==> config.mk <==
export PLATFORM = sky130hd
export DESIGN_NAME = uab_top
export DESIGN_NICKNAME = d
export VERILOG_FILES = /design/src/verilog/uab_pkg.sv /design/src/verilog/uab_bit_div.sv /design/src/verilog/uab_top.sv
export VERILOG_INCLUDE_DIRS = /design/src /design/src/verilog
export SDC_FILE = /design/constraint.sdc
export NUM_CORES = 1
export LEC_CHECK = 0
export BUFFER_PORTS_ARGS = -buffer_cell sky130_fd_sc_hd__buf_2
export CAP_MARGIN = 0
export CORE_MARGIN = 2
export CORE_UTILIZATION = 48
export DETAILED_ROUTE_END_ITERATION = 16
export PLACE_DENSITY_LB_ADDON = 0.12
export SYNTH_ARGS = -nofsm -noshare
export SYNTH_HDL_FRONTEND = slang
export SYNTH_SLANG_ARGS = --single-unit
==> constraint.sdc <==
create_clock -name mclk -period 3.94 [get_ports mclk]
set_input_delay 0.197 -clock mclk [delete_from_list [all_inputs] [get_ports mclk]]
set_output_delay 0.197 -clock mclk [all_outputs]
set_load 0.1 [all_outputs]
==> src/verilog/uab_defines.svh <==
// Register offsets, field positions, reset values and divider counts
// for the serial address filter and bit-rate generator.
// Assumes byte addresses on a 32-bit APB bus, one register per word.
`ifndef UAB_DEFINES_SVH
`define UAB_DEFINES_SVH

`define UAB_OFF_CTRL 8'h00
`define UAB_OFF_SLV_ADDR 8'h04
`define UAB_OFF_SLV_MASK 8'h08
`define UAB_OFF_RATE 8'h0C
`define UAB_OFF_RELOAD 8'h10
`define UAB_OFF_STATUS 8'h14

`define UAB_CTRL_MP_BIT 0
`define UAB_CTRL_DRS_BIT 1
`define UAB_STAT_DONE_BIT 0
`define UAB_STAT_MATCH_BIT 1

`define UAB_RST_ADDR 8'h00
`define UAB_RST_RELOAD 8'h00
`define UAB_RST_RATE 5'h00

`define UAB_PRE_SLOW_LAST 4'hB
`define UAB_GEN_TOP 8'hFF
`define UAB_DIV_ONE 7'h01
`define UAB_DIV_SYNC_GEN 7'h02
`define UAB_DIV_ASYNC 7'h20
`define UAB_DIV_ASYNC_DBL 7'h10
`define UAB_DIV_FIXED 7'h40
`define UAB_DIV_FIXED_DBL 7'h20

`endif

==> src/verilog/uab_pkg.sv <==
// Types shared by the address filter / bit-rate generator files.
// Assumes uab_defines.svh carries all numeric constants.
package uab_pkg;
  typedef enum logic [1:0] {
    UAB_MODE_SYNC = 2'b00,
    UAB_MODE_ASYNC10 = 2'b01,
    UAB_MODE_FIXED11 = 2'b10,
    UAB_MODE_VAR11 = 2'b11
  } uab_mode_t;

  typedef struct packed {
    logic generator_run;
    logic tx_clock_select;
    logic rx_clock_select;
    logic generator_speed_select;
    logic sync_clock_source_select;
  } uab_rate_ctrl_t;

  typedef struct packed {
    logic [7:0] data;
    logic marker;
  } uab_frame_t;

  typedef struct packed {
    logic pulse;
    logic [6:0] len;
  } uab_clk_pick_t;
endpackage : uab_pkg

==> src/verilog/uab_bit_div.sv <==
// Divides a source pulse train down to one bit-rate enable pulse.
// Assumes src_pulse is a one-cycle enable on mclk.
`timescale 1ns/100ps
`include "uab_defines.svh"
module uab_bit_div (
  input wire logic mclk,
  input wire logic sys_rst,
  input wire logic restart,
  input wire logic src_pulse,
  input wire logic [6:0] div_len,
  output logic tick_q
);
  logic [6:0] count_q;
  logic last;

  assign last = (count_q >= 7'(div_len - `UAB_DIV_ONE));

  always_ff @(posedge mclk or posedge sys_rst) begin
    if (sys_rst) begin
      count_q <= 7'h00;
      tick_q <= 1'b0;
    end else if (restart) begin
      count_q <= 7'h00;
      tick_q <= 1'b0;
    end else begin
      tick_q <= src_pulse & last;
      if (src_pulse) begin
        count_q <= last ? 7'h00 : 7'(count_q + 7'h01);
      end
    end
  end
endmodule : uab_bit_div

==> src/verilog/uab_top.sv <==
// Serial-port address filter and bit-rate generator with APB registers.
// Assumes a framer supplies received frames and the serial mode, and an
// outside timer supplies its overflow pulse; all on mclk.
//
// Our own choices: the APB register port and the placing of the registers.
`timescale 1ns/100ps
`include "uab_defines.svh"

module uab_top (
  input wire logic mclk,
  input wire logic sys_rst,
  input wire logic psel,
  input wire logic penable,
  input wire logic pwrite,
  input wire logic [7:0] paddr,
  input wire logic [31:0] pwdata,
  output logic [31:0] prdata,
  output logic pready,
  output logic pslverr,
  input wire uab_pkg::uab_mode_t serial_mode,
  input wire logic frame_valid,
  input wire uab_pkg::uab_frame_t frame_in,
  input wire logic timer_overflow,
  output logic receive_done_flag,
  output logic addr_match,
  output logic tx_bit_tick,
  output logic rx_bit_tick
);
  logic multiproc_enable_q;
  logic double_rate_select_q;
  logic [7:0] slave_address_q;
  logic [7:0] slave_address_mask_q;
  logic [7:0] generator_reload_value_q;
  uab_pkg::uab_rate_ctrl_t rate_ctrl_q;
  logic receive_done_q;
  logic addr_match_q;
  logic [31:0] prdata_q;
  logic pready_q;
  logic pslverr_q;
  logic cfg_wr_q;
  logic [3:0] pre_cnt_q;
  logic [7:0] gen_cnt_q;
  logic gen_ovf_q;
  logic tick12;
  logic gen_tick;
  logic wr_en;
  logic rd_en;
  logic filter_active;
  logic frame_hit;
  logic frame_take;
  logic done_clear;
  logic [7:0] broadcast_addr;
  uab_pkg::uab_clk_pick_t tx_pick;
  uab_pkg::uab_clk_pick_t rx_pick;

  // Masked compare: only bits where care is one must agree
  function automatic logic addr_hit(input logic [7:0] rx,
                                    input logic [7:0] addr,
                                    input logic [7:0] care);
    addr_hit = (((rx ^ addr) & care) == 8'h00);
  endfunction : addr_hit

  function automatic logic mapped(input logic [7:0] a);
    mapped = (a == `UAB_OFF_CTRL) || (a == `UAB_OFF_SLV_ADDR) ||
             (a == `UAB_OFF_SLV_MASK) || (a == `UAB_OFF_RATE) ||
             (a == `UAB_OFF_RELOAD) || (a == `UAB_OFF_STATUS);
  endfunction : mapped

  // Chooses source pulse and divide length for one direction
  function automatic uab_pkg::uab_clk_pick_t pick_clk(
      input uab_pkg::uab_mode_t mode,
      input logic dir_sel,
      input logic src_sel,
      input logic dbl,
      input logic g_ovf,
      input logic t12,
      input logic t_ovf);
    uab_pkg::uab_clk_pick_t p;
    p = '0;
    unique case (mode)
      uab_pkg::UAB_MODE_SYNC: begin
        if (src_sel) begin
          p.pulse = g_ovf;
          p.len = `UAB_DIV_SYNC_GEN;
        end else begin
          p.pulse = t12;
          p.len = `UAB_DIV_ONE;
        end
      end
      uab_pkg::UAB_MODE_FIXED11: begin
        p.pulse = 1'b1;
        p.len = dbl ? `UAB_DIV_FIXED_DBL : `UAB_DIV_FIXED;
      end
      uab_pkg::UAB_MODE_ASYNC10, uab_pkg::UAB_MODE_VAR11: begin
        p.pulse = dir_sel ? g_ovf : t_ovf;
        p.len = dbl ? `UAB_DIV_ASYNC_DBL : `UAB_DIV_ASYNC;
      end
    endcase
    pick_clk = p;
  endfunction : pick_clk

  // APB: access phase takes two cycles, pready registered
  assign wr_en = psel & penable & pwrite & pready_q & ~pslverr_q;
  assign rd_en = psel & penable & ~pready_q;
  assign done_clear = wr_en && (paddr == `UAB_OFF_STATUS) &&
                      pwdata[`UAB_STAT_DONE_BIT];

  always_ff @(posedge mclk or posedge sys_rst) begin
    if (sys_rst) begin
      pready_q <= 1'b0;
      pslverr_q <= 1'b0;
      prdata_q <= 32'h0000_0000;
    end else begin
      pready_q <= rd_en;
      pslverr_q <= rd_en & ~mapped(paddr);
      if (rd_en & ~pwrite) begin
        unique case (paddr)
          `UAB_OFF_CTRL: prdata_q <= {30'h0000_0000,
                                      double_rate_select_q,
                                      multiproc_enable_q};
          `UAB_OFF_SLV_ADDR: prdata_q <= {24'h00_0000, slave_address_q};
          `UAB_OFF_SLV_MASK: prdata_q <= {24'h00_0000, slave_address_mask_q};
          `UAB_OFF_RATE: prdata_q <= {27'h000_0000, rate_ctrl_q};
          `UAB_OFF_RELOAD: prdata_q <= {24'h00_0000,
                                        generator_reload_value_q};
          `UAB_OFF_STATUS: prdata_q <= {30'h0000_0000, addr_match_q,
                                        receive_done_q};
          default: prdata_q <= 32'h0000_0000;
        endcase
      end else if (!psel) begin
        prdata_q <= 32'h0000_0000;
      end
    end
  end

  // Control registers written by software
  always_ff @(posedge mclk or posedge sys_rst) begin
    if (sys_rst) begin
      multiproc_enable_q <= 1'b0;
      double_rate_select_q <= 1'b0;
      slave_address_q <= `UAB_RST_ADDR;
      slave_address_mask_q <= `UAB_RST_ADDR;
      generator_reload_value_q <= `UAB_RST_RELOAD;
      rate_ctrl_q <= `UAB_RST_RATE;
      cfg_wr_q <= 1'b0;
    end else begin
      cfg_wr_q <= wr_en && ((paddr == `UAB_OFF_RATE) ||
                            (paddr == `UAB_OFF_CTRL));
      if (wr_en) begin
        unique case (paddr)
          `UAB_OFF_CTRL: begin
            multiproc_enable_q <= pwdata[`UAB_CTRL_MP_BIT];
            double_rate_select_q <= pwdata[`UAB_CTRL_DRS_BIT];
          end
          `UAB_OFF_SLV_ADDR: slave_address_q <= pwdata[7:0];
          `UAB_OFF_SLV_MASK: slave_address_mask_q <= pwdata[7:0];
          `UAB_OFF_RATE: rate_ctrl_q <= pwdata[4:0];
          `UAB_OFF_RELOAD: generator_reload_value_q <= pwdata[7:0];
          default: begin
          end
        endcase
      end
    end
  end

  // Address filter
  assign broadcast_addr = slave_address_q | slave_address_mask_q;
  // Sync mode never filters, whatever multiproc_enable says
  assign filter_active = multiproc_enable_q &&
                         (serial_mode != uab_pkg::UAB_MODE_SYNC);
  assign frame_hit =
      addr_hit(frame_in.data, slave_address_q, slave_address_mask_q) ||
      addr_hit(frame_in.data, broadcast_addr, broadcast_addr);
  // Marker is the ninth bit, or the valid stop bit in 10-bit mode
  assign frame_take = frame_valid &&
                      (!filter_active || (frame_in.marker && frame_hit));

  always_ff @(posedge mclk or posedge sys_rst) begin
    if (sys_rst) begin
      receive_done_q <= 1'b0;
      addr_match_q <= 1'b0;
    end else begin
      // A frame landing with the clear still sets the flag
      if (frame_take) begin
        receive_done_q <= 1'b1;
      end else if (done_clear) begin
        receive_done_q <= 1'b0;
      end
      if (frame_valid) begin
        addr_match_q <= filter_active && frame_in.marker && frame_hit;
      end
    end
  end

  // Prescaler: mclk/12 tick, and mclk/2 tick for the fast generator
  assign tick12 = (pre_cnt_q == `UAB_PRE_SLOW_LAST);
  assign gen_tick = rate_ctrl_q.generator_speed_select ? pre_cnt_q[0]
                                                       : tick12;

  always_ff @(posedge mclk or posedge sys_rst) begin
    if (sys_rst) begin
      pre_cnt_q <= 4'h0;
    end else begin
      pre_cnt_q <= tick12 ? 4'h0 : 4'(pre_cnt_q + 4'h1);
    end
  end

  // Internal generator: overflow every (256 - reload) ticks
  always_ff @(posedge mclk or posedge sys_rst) begin
    if (sys_rst) begin
      gen_cnt_q <= 8'h00;
      gen_ovf_q <= 1'b0;
    end else begin
      gen_ovf_q <= 1'b0;
      if (rate_ctrl_q.generator_run && gen_tick) begin
        if (gen_cnt_q == `UAB_GEN_TOP) begin
          gen_cnt_q <= generator_reload_value_q;
          gen_ovf_q <= 1'b1;
        end else begin
          gen_cnt_q <= 8'(gen_cnt_q + 8'h01);
        end
      end
    end
  end

  // Per-direction source selection and division
  always_comb begin
    tx_pick = pick_clk(serial_mode, rate_ctrl_q.tx_clock_select,
                       rate_ctrl_q.sync_clock_source_select,
                       double_rate_select_q, gen_ovf_q, tick12,
                       timer_overflow);
    rx_pick = pick_clk(serial_mode, rate_ctrl_q.rx_clock_select,
                       rate_ctrl_q.sync_clock_source_select,
                       double_rate_select_q, gen_ovf_q, tick12,
                       timer_overflow);
  end

  uab_bit_div u_tx_div (
    .mclk(mclk),
    .sys_rst(sys_rst),
    .restart(cfg_wr_q),
    .src_pulse(tx_pick.pulse),
    .div_len(tx_pick.len),
    .tick_q(tx_bit_tick)
  );

  uab_bit_div u_rx_div (
    .mclk(mclk),
    .sys_rst(sys_rst),
    .restart(cfg_wr_q),
    .src_pulse(rx_pick.pulse),
    .div_len(rx_pick.len),
    .tick_q(rx_bit_tick)
  );

  assign prdata = prdata_q;
  assign pready = pready_q;
  assign pslverr = pslverr_q;
  assign receive_done_flag = receive_done_q;
  assign addr_match = addr_match_q;
endmodule : uab_top
# Word-level counts from Yosys, hierarchy flattened
# Cells that the tools add are included.
[word_totals]
register_bits = 97
inputBits = 58
output_inout_bits = 38
wordCells = 117
[classes]
n_addsub = 6
order_cmp = 2
eq_ne = 11
mux = 25
bitwise_logic = 18
n_reduce_logical = 32
[ops]
columns = ["op", "n"]
rows = [
  ["2-to-1 mux 32 bit", 2],
  ["2-to-1 mux 7 bit", 7],
  ["case mux 8 bit (3 select lines)", 2],
  ["case mux 8 bit (6 select lines)", 1],
  ["logical NOT 8 bit", 3],
  ["bitwise AND 8 bit", 2],
  ["== test 8 x 4 -> 1 bit (second input constant)", 2],
  ["== test 8 x 5 -> 1 bit (second input constant)", 2],
  ["2-to-1 mux 8 bit", 2],
  ["XOR 8 bit", 2],
  ["adder 7 x 1 -> 7 bit (second input constant)", 2],
  [">= comparator 7 bit", 2],
  ["subtractor 7 x 1 -> 7 bit (second input constant)", 2],
  ["AND reduction 2 bit", 5],
  ["bitwise AND 1 bit", 9],
  ["logical AND 1 bit", 9],
  ["2-to-1 mux 1 bit", 9],
  ["adder 8 x 1 -> 8 bit (second input constant)", 1],
  ["== test 8 x 3 -> 1 bit (second input constant)", 1],
  ["== test 8 bit (second input constant)", 1],
  ["logical OR 1 bit", 8],
  ["bitwise OR 8 bit", 1],
  ["nonzero test 2 bit", 4],
  ["2-to-1 mux 6 bit", 1],
  ["other kinds (10)", 14],
]

# Logic depth before layout (Yosys ltp)
# Gate-level depths: netlist (run 1).
[depth]
ltp_word = 9
depth_mapped = 12

# Cells and area by module
# A second synthesis (run 1) with hierarchy kept.
[unflattened]
cells_unflattened = 440
area_unflattened_um2 = 4684.5
[by_module_without_submodules]
columns = ["mod", "n_inst", "cells_each", "area_per_inst_um2", "seq_area_each_um2"]
rows = [
  ["uab_top", 1, 286, 3198.1, 1426.4],
  ["uab_bit_div (u_tx_div)", 1, 77, 768.2, 200.2],
  ["uab_bit_div (u_rx_div)", 1, 77, 718.2, 200.2],
]

# Worst setup path before layout (run 1)
# OpenSTA, ideal clock, no wires.
[synth_path]
path_kind = "flip-flop to flip-flop"
startpoint = "reg rate_ctrl_q[0] (netlist name)"
endpoint = "reg u_tx_div.count_q[5]"
setup_time_ns = 0.128
t_arrival_ns = 2.451
required_ns = 3.812
setup_slack_ns = 1.361
path_stages_with_launch = 12
n_path_buf = 0
period_less_slack_ns = 2.579
cell_sequence = "dfrtp_1 > or3_1 > ha_1 > inv_1 > xnor2_1 > ha_1 > nand3_1 > nand2_1 > a41oi_1 > maj3_1 > a31oi_1 > o22ai_1"
[synth_via]
elab_chain_len = 7
[synth_lines]
columns = ["element", "line", "source"]
rows = [
  ["start, declared", "uab_top.sv:34", "uab_pkg::uab_rate_ctrl_t rate_ctrl_q;"],
  ["start signal, assigned", "uab_top.sv:144", "rate_ctrl_q <= `UAB_RST_RATE;"],
  ["start signal, assigned", "uab_top.sv:157", "`UAB_OFF_RATE: rate_ctrl_q <= pwdata[4:0];"],
  ["2-to-1 mux 8 bit *", "uab_top.sv:82", "if (src_sel) begin"],
  ["case mux 8 bit (3 select lines) *", "uab_top.sv:80", "unique case (mode)"],
  ["subtractor 7 x 1 -> 7 bit (no source line)", "n/a", ""],
  [">= comparator 7 bit", "uab_bit_div.sv:16", "assign last = (count_q >= 7'(div_len - `UAB_DIV_ONE));"],
  ["2-to-1 mux 7 bit", "uab_bit_div.sv:28", "count_q <= last ? 7'h00 : 7'(count_q + 7'h01);"],
  ["2-to-1 mux 7 bit", "uab_bit_div.sv:27", "if (src_pulse) begin"],
  ["2-to-1 mux 7 bit", "uab_bit_div.sv:22", "end else if (restart) begin"],
  ["end signal, assigned", "uab_bit_div.sv:28", ""],
  ["end, declared", "uab_bit_div.sv:13", "logic [6:0] count_q;"],
]
# Every way passes the cells marked *; elsewhere a longest branch is shown, timed or not. The select of a mux whose other input is x is not followed.
# A chain may end at the register's enable or synchronous reset.

# Worst setup path after layout (run 1)
[layout_path]
startpoint = "reg rate_ctrl_q[0] (netlist name)"
endpoint = "reg u_rx_div.count_q[5]"
[layout_via]
elab_chain_len = 7
[layout_lines]
columns = ["element", "line"]
rows = [
  ["2-to-1 mux 8 bit *", "uab_top.sv:82"],
  ["case mux 8 bit (3 select lines) *", "uab_top.sv:80"],
  ["subtractor 7 x 1 -> 7 bit (no source line)", "n/a"],
  [">= comparator 7 bit", "uab_bit_div.sv:16"],
  ["2-to-1 mux 7 bit", "uab_bit_div.sv:28"],
  ["2-to-1 mux 7 bit", "uab_bit_div.sv:27"],
  ["2-to-1 mux 7 bit", "uab_bit_div.sv:22"],
  ["end signal, assigned", "uab_bit_div.sv:28"],
  ["end, declared", "uab_bit_div.sv:13"],
]
# Marked as above.

==> results of run 1 <==
[critical path, stage by stage (launching register included)]
cell	delay, ns
dfrtp_1	0.44
or3_1	0.46
ha_1	0.24
inv_1	0.17
xnor2_1	0.17
ha_1	0.28
nand3_1	0.07
nand2_1	0.05
a41oi_1	0.19
maj3_1	0.39
nand2_1	0.20
o211ai_1	0.21
[per-stage QoR]
stage | worst slack, ns | cells
2_1_floorplan | 1.361 | 440
3_3_place_gp | 1.065 | 563
3_5_place_dp | 1.022 | 563
4_1_cts | 0.9953 | 578
5_1_grt | 0.7708 | 578
6_report | 0.9851 | 578
[logic make-up after synthesis]
logic type,synth area share (%)
simple gates,15.53
buf+inv,6.657
compound gates,14.24
other cells,0.08987
flops,43.78
mux,11.39
xor+xnor,2.729
fa+ha+maj,5.577
[power groups by stage]
stage	Sequential, mW	Clock (mW)	Combinational, mW
2_1_floorplan	0.907	0	0.334
3_3_place_gp	0.891	0	0.419
3_5_place_dp	0.894	0	0.430
4_1_cts	0.879	0.671	0.431
5_1_grt	0.890	0.700	0.476
6_report	0.879	0.661	0.431
[cell usage after synthesis, drive strengths merged (3+ instances only)]
| cell type | count | share of area, % |
|---|---|---|
| dfrtp | 73 | 44 |
| nand2 | 48 | 4.3 |
| mux2 | 32 | 8.6 |
| nor2 | 26 | 2.4 |
| buf | 24 | 4.3 |
| a21oi | 18 | 2.3 |
| o21ai | 18 | 2.2 |
| ha | 17 | 5.1 |
| nand3 | 17 | 2.0 |
| inv | 16 | 1.4 |
| a22oi | 14 | 2.5 |
| clkbuf | 10 | 0.90 |
| a31oi | 9 | 1.3 |
| nor2b | 9 | 1.3 |
| xor2 | 9 | 1.9 |
| o22ai | 8 | 1.2 |
| mux2i | 7 | 1.7 |
| nand2b | 7 | 1.1 |
| a22o | 6 | 1.3 |
| nor3 | 6 | 0.84 |
| a41oi | 4 | 0.84 |
| xnor2 | 4 | 0.84 |
| and3 | 3 | 0.45 |
| nor3b | 3 | 0.81 |
[path summary, 6_finish.rpt]
path	to	start	slack, ns
min reg2reg	prdata[3]	prdata[3]	0.47
max	u_rx_div.count_q[5]	rate_ctrl_q[0]	0.99
min	u_tx_div.tick_q	sys_rst	0.09
max in group asynchronous	slave_address_mask_q[5]	sys_rst	2.92
min in group mclk	slave_address_mask_q[7]	pwdata[7]	0.10
max reg2reg	u_rx_div.count_q[5]	rate_ctrl_q[0]	0.99
[layout make-up]
class,count,area (sq um),area share (%)
Clock inverter,5,80.08,1.724
Timing Repair Buffer,49,250.2,5.388
Sequential cell,73,1827,39.33
Tap cell,108,135.1,2.909
Clock buffer,10,137.6,2.963
Inverter,16,60.06,1.293
Multi-Input combinational cell,317,2155,46.39
[state kept, by name, summed over array words and instances (netlist names), 4 cells and up]
| name | flops |
|---|---|
| gen_cnt_q | 8 |
| generator_reload_value_q | 8 |
| prdata | 8 |
| pre_cnt_q | 4 |
| rate_ctrl_q | 5 |
| slave_address_mask_q | 8 |
| slave_address_q | 8 |
| u_rx_div.count_q | 7 |
| u_tx_div.count_q | 7 |
[layer usage]
metal  part of all wire (%)  track usage, %  up-vias
li1                       -               -     1552
met1                     46           29.49     1604
met2                     47           33.49       89
met3                    4.2           3.022       13
met4                    2.1           8.547        0
met5                      0               0        -
==> summary.txt, run 1 <==
Status
  • Status: complete, no violations

Cells and area
  • Total Nets Final: 541
  • Final instance area: 4644 sq um
  • Most common cell after layout, fill and taps aside: dfrtp_1
  • Area grow syn2layout: 11.30%
  • N_diodes: 0
  • Final Util: 54.05%
  • Share of layout cells above drive strength 1: 22.77%
  • Most frequent cells in the layout: dfrtp_1 (73), nand2_1 (48), buf_2 (47), mux2_2 (32), nor2_1 (25)
  • Filler cell count: 815

Timing
  • Max-slew headroom: 29.65%
  • Fmax: 338.4 MHz
  • Final worst-path cycle share: 75.00%
  • Max-slew violations: 0
  • Setup TNS: 0 ns
  • Hold Fails Final Rpt: 0
  • Shortest period the worst path allows: 2.955 ns
  • Final Skew: 0.01241 ns
  • Hold slack: 0.08942 ns
  • Unrepaired setup endpoints after global routing: false
  • Slew @ Worst Pin: 1.054 ns
  • # setup viols final: 0

Drt
  • Drt pass-1 iters: 4
  • First DRT Iteration DRCs: 161
  • Routed WL: 9525 um
  • Wire length per cell: 16.48 um
  • Vias: 3258
  • Post-DR vias/cell: 5.637
  • Remaining DRCs: 0
  • Routed Antenna Nets: 0

Yosys
  • Number of flops mapped to enable cells by yosys: 0
  • Mapped Cells: 417
  • Yosys reg bits: 73
  • Post-synthesis cell area: 4173 sq um
  • Unique masters post-synth: 50
  • Ys async rst share: 100.0%
  • YS warnings: 0
  • Syn Area/Cell: 10.01 sq um
  • Sequential cell area fraction in the yosys report: 43.78%
  • Dominant synthesized flop cell: dfrtp_1

Global routing
  • Largest net degree at the start of global routing: 50
  • Vias in the first global route: 3181
  • Total track usage: 21.16%
  • Initial antenna violation count: 0
  • Overflow after GRT: 0
  • First-pass GRT wire length: 16020 um

Power
  • Sw Share: 33.78%
  • Clock Power Share: 33.5%
  • Pleak: 2.203 nW
  • PnR Total Power: 1.970 mW
  • PwrDens: 424.3 nW/um^2
  • Combinational power share: 21.9%
  • Psw: 0.6656 mW
  • Power share of the sequential group: 44.6%
  • Internal: 1.305 mW
  • VDD IR-drop max: 221.9 uV

CTS
  • Root Buffer: clkbuf_8
  • Clk_lat worst skew: 0.35 ns
  • Postcts setup bufs: 0
  • Hold buffers post-CTS: 0
  • # H-tree levels: 3
  • CTS tree: yes
  • Maximum clock path buffer count: 2
  • Post_cts resized: 0
  • CTS Buf Count: 9
  • Clock sink count: 73
  • Clk slew on worst S/H paths: 0.09 ns

Floorplanning
  • Initial Utilization: 48.56%
  • Die Span Y: 97.24 um
  • FP Rows: 34
  • DIE WIDTH: 97.24 um
  • Core area: 8593 sq um
  • Ports: 96
  • Die area: 9455 sq um

Run
  • Max-cap violations: 0

Place
  • PortBufs: 47
  • GP Congestion: 0.8577
  • DP Area: 4427 sq um
  • DP HPWL: 6975 um

Critical path
  • Critical Path End Type: register
  • Crit path required time: 4.20 ns
  • Worst-path fanout max: 8
  • CP startpoint kind: register
  • FF-to-FF path depth: 11
  • Crit path kind: reg2reg
  • Crit path DAT: 3.22 ns

Worst hold path
  • Worst hold-check path type: in2async
(Power assumes the default switching activity.)
==> inputs of run 2 (changes only) <==
--- a/config.mk
+++ b/config.mk
@@ -6,6 +6,7 @@
 export SDC_FILE = /design/constraint.sdc
 export NUM_CORES = 1
 export LEC_CHECK = 0
+export ABC_AREA = 1
 export BUFFER_PORTS_ARGS = -buffer_cell sky130_fd_sc_hd__buf_2
 export CAP_MARGIN = 0
 export CORE_MARGIN = 2
==> constraint.sdc (replaced) <==
create_clock -name mclk -period 3.05 [get_ports mclk]
set_input_delay 0.1525 -clock mclk [delete_from_list [all_inputs] [get_ports mclk]]
set_output_delay 0.1525 -clock mclk [all_outputs]
set_load 0.1 [all_outputs]
==> run 2 against run 1 <==
Net effect:
- sequential cell count is the same
- combinational power rose by 38%
- clock skew fell by 0.0041 ns
- critical endpoint is now u_tx_div.count_q[6]
- final cell count increased by 30%
- clock power is 16% higher
- sequential power grew 29%
- first-iteration DRC count up 6.2%
- largest cell class unchanged
- total power rose by 26%
==> summary.txt, run 2 <==
Yosys
  • Ys async rst share: 100.0%
  • Yosys reg bits: 73
  • Unique masters post-synth: 37
  • Number of flops mapped to enable cells by yosys: 0
  • Dominant synthesized flop cell: dfrtp_1
  • Synth cell count leaders: nand2_1 (201), dfrtp_1 (73), inv_1 (59)
  • Area contributors post-synth: dfrtp_1 (41%), nand2_1 (17%), inv_1 (5.0%)
  • Count leader, synth: nand2_1
  • Sequential cell area fraction in the yosys report: 41.10%
  • Syn Area/Cell: 7.649 sq um
  • Main combinational cell family by area after synthesis: simple AND/OR/NAND/NOR gates
  • Simple-gate share of the synthesized area: 31.36%
  • Area share of the largest cell type after synthesis: 41.10%
  • Synth Area in Compound Gates: 9.910%
  • Mapped Cells: 581
  • Adder-cell share of the synthesized area: 4.786%
  • Post-synthesis mux area share: 0%
  • YS warnings: 0
  • Synth Area in XOR/XNOR: 2.562%
  • Synth area leader: dfrtp_1
  • Post-synthesis cell area: 4444 sq um

Cells and area
  • Total Nets Final: 712
  • Most common cell after layout, fill and taps aside: nand2_1
  • Share of layout cells above drive strength 1: 16.04%
  • Filler cell count: 894
  • Final Util: 53.87%
  • Area grow syn2layout: 10.42%
  • Most frequent cells in the layout: nand2_1 (201), dfrtp_1 (73), inv_1 (58), buf_2 (47), nor2_1 (45)
  • N_diodes: 0

Critical path
  • CP startpoint kind: register
  • Worst r2r src: rate_ctrl_q[0]
  • FF-to-FF path depth: 12
  • End of the critical path: u_tx_div.count_q[6]
  • Crit path launch: rate_ctrl_q[0]
  • Most Frequent Cell on Critical Path: nand2_1
  • Slowest stage delay, CP: 0.41 ns
  • Crit path DAT: 2.50 ns
  • Critical Path End Type: register
  • Crit path kind: reg2reg
  • WP buf/inv: 1
  • Reg-to-reg slack, setup: 0.84 ns
  • Delay-heaviest family, CP: simple AND/OR/NAND/NOR gates
  • R2R Path End: u_tx_div.count_q[6]
  • Total stage count of the critical path: 12
  • CP Cell Sequence: inv_1 > nand2_1 > ha_1 > xor2_1 > ha_1 > a21oi_1 > nand2_1 > nand2_1 > nand2_1 > nand2_1 > nand2_1 > nand2_1
  • Critical-path top delay cell: dfrtp_1
  • Crit path required time: 3.34 ns
  • Worst-path fanout max: 8

CTS
  • # H-tree levels: 3
  • CTS tree: yes
  • Root Buffer: clkbuf_8
  • Clock sink count: 73
  • Clk slew on worst S/H paths: 0.08 ns
  • Maximum clock path buffer count: 2
  • Postcts setup bufs: 0
  • CTS Buf Count: 9
  • Clk_lat worst skew: 0.34 ns

Global routing
  • Initial antenna violation count: 0
  • Overflow after GRT: 0
  • Vias in the first global route: 3494
  • First-pass GRT wire length: 16280 um
  • Total track usage: 20.35%
  • Largest net degree at the start of global routing: 46

Worst hold path
  • Worst hold-check path type: in2reg
  • Worst Hold Launch: frame_valid

Timing
  • Shortest period the worst path allows: 2.210 ns
  • Fmax: 452.4 MHz
  • Slew @ Worst Pin: 0.7032 ns
  • Setup TNS: 0 ns
  • Final Skew: 0.008273 ns
  • Final worst-path cycle share: 72.47%
  • Max-slew headroom: 52.86%
  • Hold Fails Final Rpt: 0
  • Max-slew violations: 0
  • # setup viols final: 0
  • Unrepaired setup endpoints after global routing: false

Drt
  • Drt pass-1 iters: 4
  • Remaining DRCs: 0
  • Vias: 3697
  • First DRT Iteration DRCs: 171
  • Routed WL: 9633 um
  • Post-DR vias/cell: 4.910
  • Wire length per cell: 12.79 um
  • Routed Antenna Nets: 0

Power
  • Sw Share: 35.23%
  • Pleak: 2.596 nW
  • Power share of the sequential group: 45.3%
  • PwrDens: 507.5 nW/um^2
  • Clock Power Share: 30.8%
  • Combinational power share: 23.9%
  • VDD IR-drop max: 232.3 uV
  • Psw: 0.8774 mW
  • Internal: 1.613 mW

Floorplanning
  • Die area: 10050 sq um
  • Ports: 96
  • DIE WIDTH: 100.2 um
  • Die Span Y: 100.2 um
  • FP Rows: 35
  • Initial Utilization: 48.79%
  • Core area: 9109 sq um

Run
  • Max-cap violations: 0

Place
  • DP HPWL: 7329 um
  • PortBufs: 47
  • GP Congestion: 0.8354

Status
  • Status: complete, no violations
==> run 2: changes by cell type after synthesis, moves of 16 or more <==
cell / previous run / this run
mux2_2: 32 / 0
nand2_1: 48 / 201
o21ai_2: 0 / 16
nand3_1: 17 / 42
inv_1: 16 / 59
nor2_1: 25 / 45
==> run 2: worst min-delay path by stage <==
stage,slack [ns],end,depth (start not counted)
global route,0.02,addr_match,2
detailed placement,0.27,pre_cnt_q[3],2
floorplan,0.25,addr_match,1
global placement,0.27,pre_cnt_q[3],2
finish,0.03,addr_match,2
CTS,0.02,addr_match,2
==> run 2: cell families after synthesis <==
family,after synthesis
buffers and inverters,90
other,1
DFF,73
adders and majority gates,17
AOI/OAI and AO/OA,69
and+or+nand+nor,318
xor gates and xnor gates,13
==> run 2: stage by stage <==
| step | hold WS (ns) | worst slack [ns] | std cells | total power, mW | area, sq um |
|---|---|---|---|---|---|
| floorplan | 0.2515 | 0.9730 | 604 | 1.644 | 4531 |
| global placement | 0.2687 | 0.7116 | 736 | 1.728 | 4701 |
| detailed placement | 0.2737 | 0.6581 | 736 | 1.746 | 4701 |
| CTS | 0.01648 | 0.7973 | 753 | 2.514 | 4907 |
| global route | 0.02080 | 0.5430 | 753 | 2.650 | 4907 |
| finish | 0.03106 | 0.8397 | 753 | 2.491 | 4907 |
==> run 2: timing repair <==
item	in CTS	in global routing
hold buffers	1	0
resized for setup	0	0
hold endpoints to repair	28	0
==> run 2: cell type report <==
type	count	area, sq um	area share (%)
clock buffer	11	141.4	2.881
clock inverter	5	55.05	1.122
inverter	62	234.0	4.768
multi-input combinational	441	2251	45.87
sequential	73	1827	37.23
tap	111	138.9	2.830
timing repair buffer	50	260.3	5.303
==> run 2: power groups by stage <==
stage / Clock, mW / Sequential, mW / Combinational, mW
after floorplan: 0 / 1.16 / 0.484
after global placement: 0 / 1.14 / 0.584
after detailed placement: 0 / 1.15 / 0.600
after CTS: 0.784 / 1.13 / 0.603
after global routing: 0.828 / 1.14 / 0.682
final: 0.767 / 1.13 / 0.596
==> run 2: metal layers <==
layer  part of all wire, %  vias to the layer above  GRT usage [%]  wire length [um]
met4                   1.3                        0          4.847               128
li1                      -                     1927              -                 -
met1                    45                     1704          25.47              4364
met5                     0                        -              0                 0
met2                    50                       55          35.73              4852
met3                   3.0                       11          4.596               287
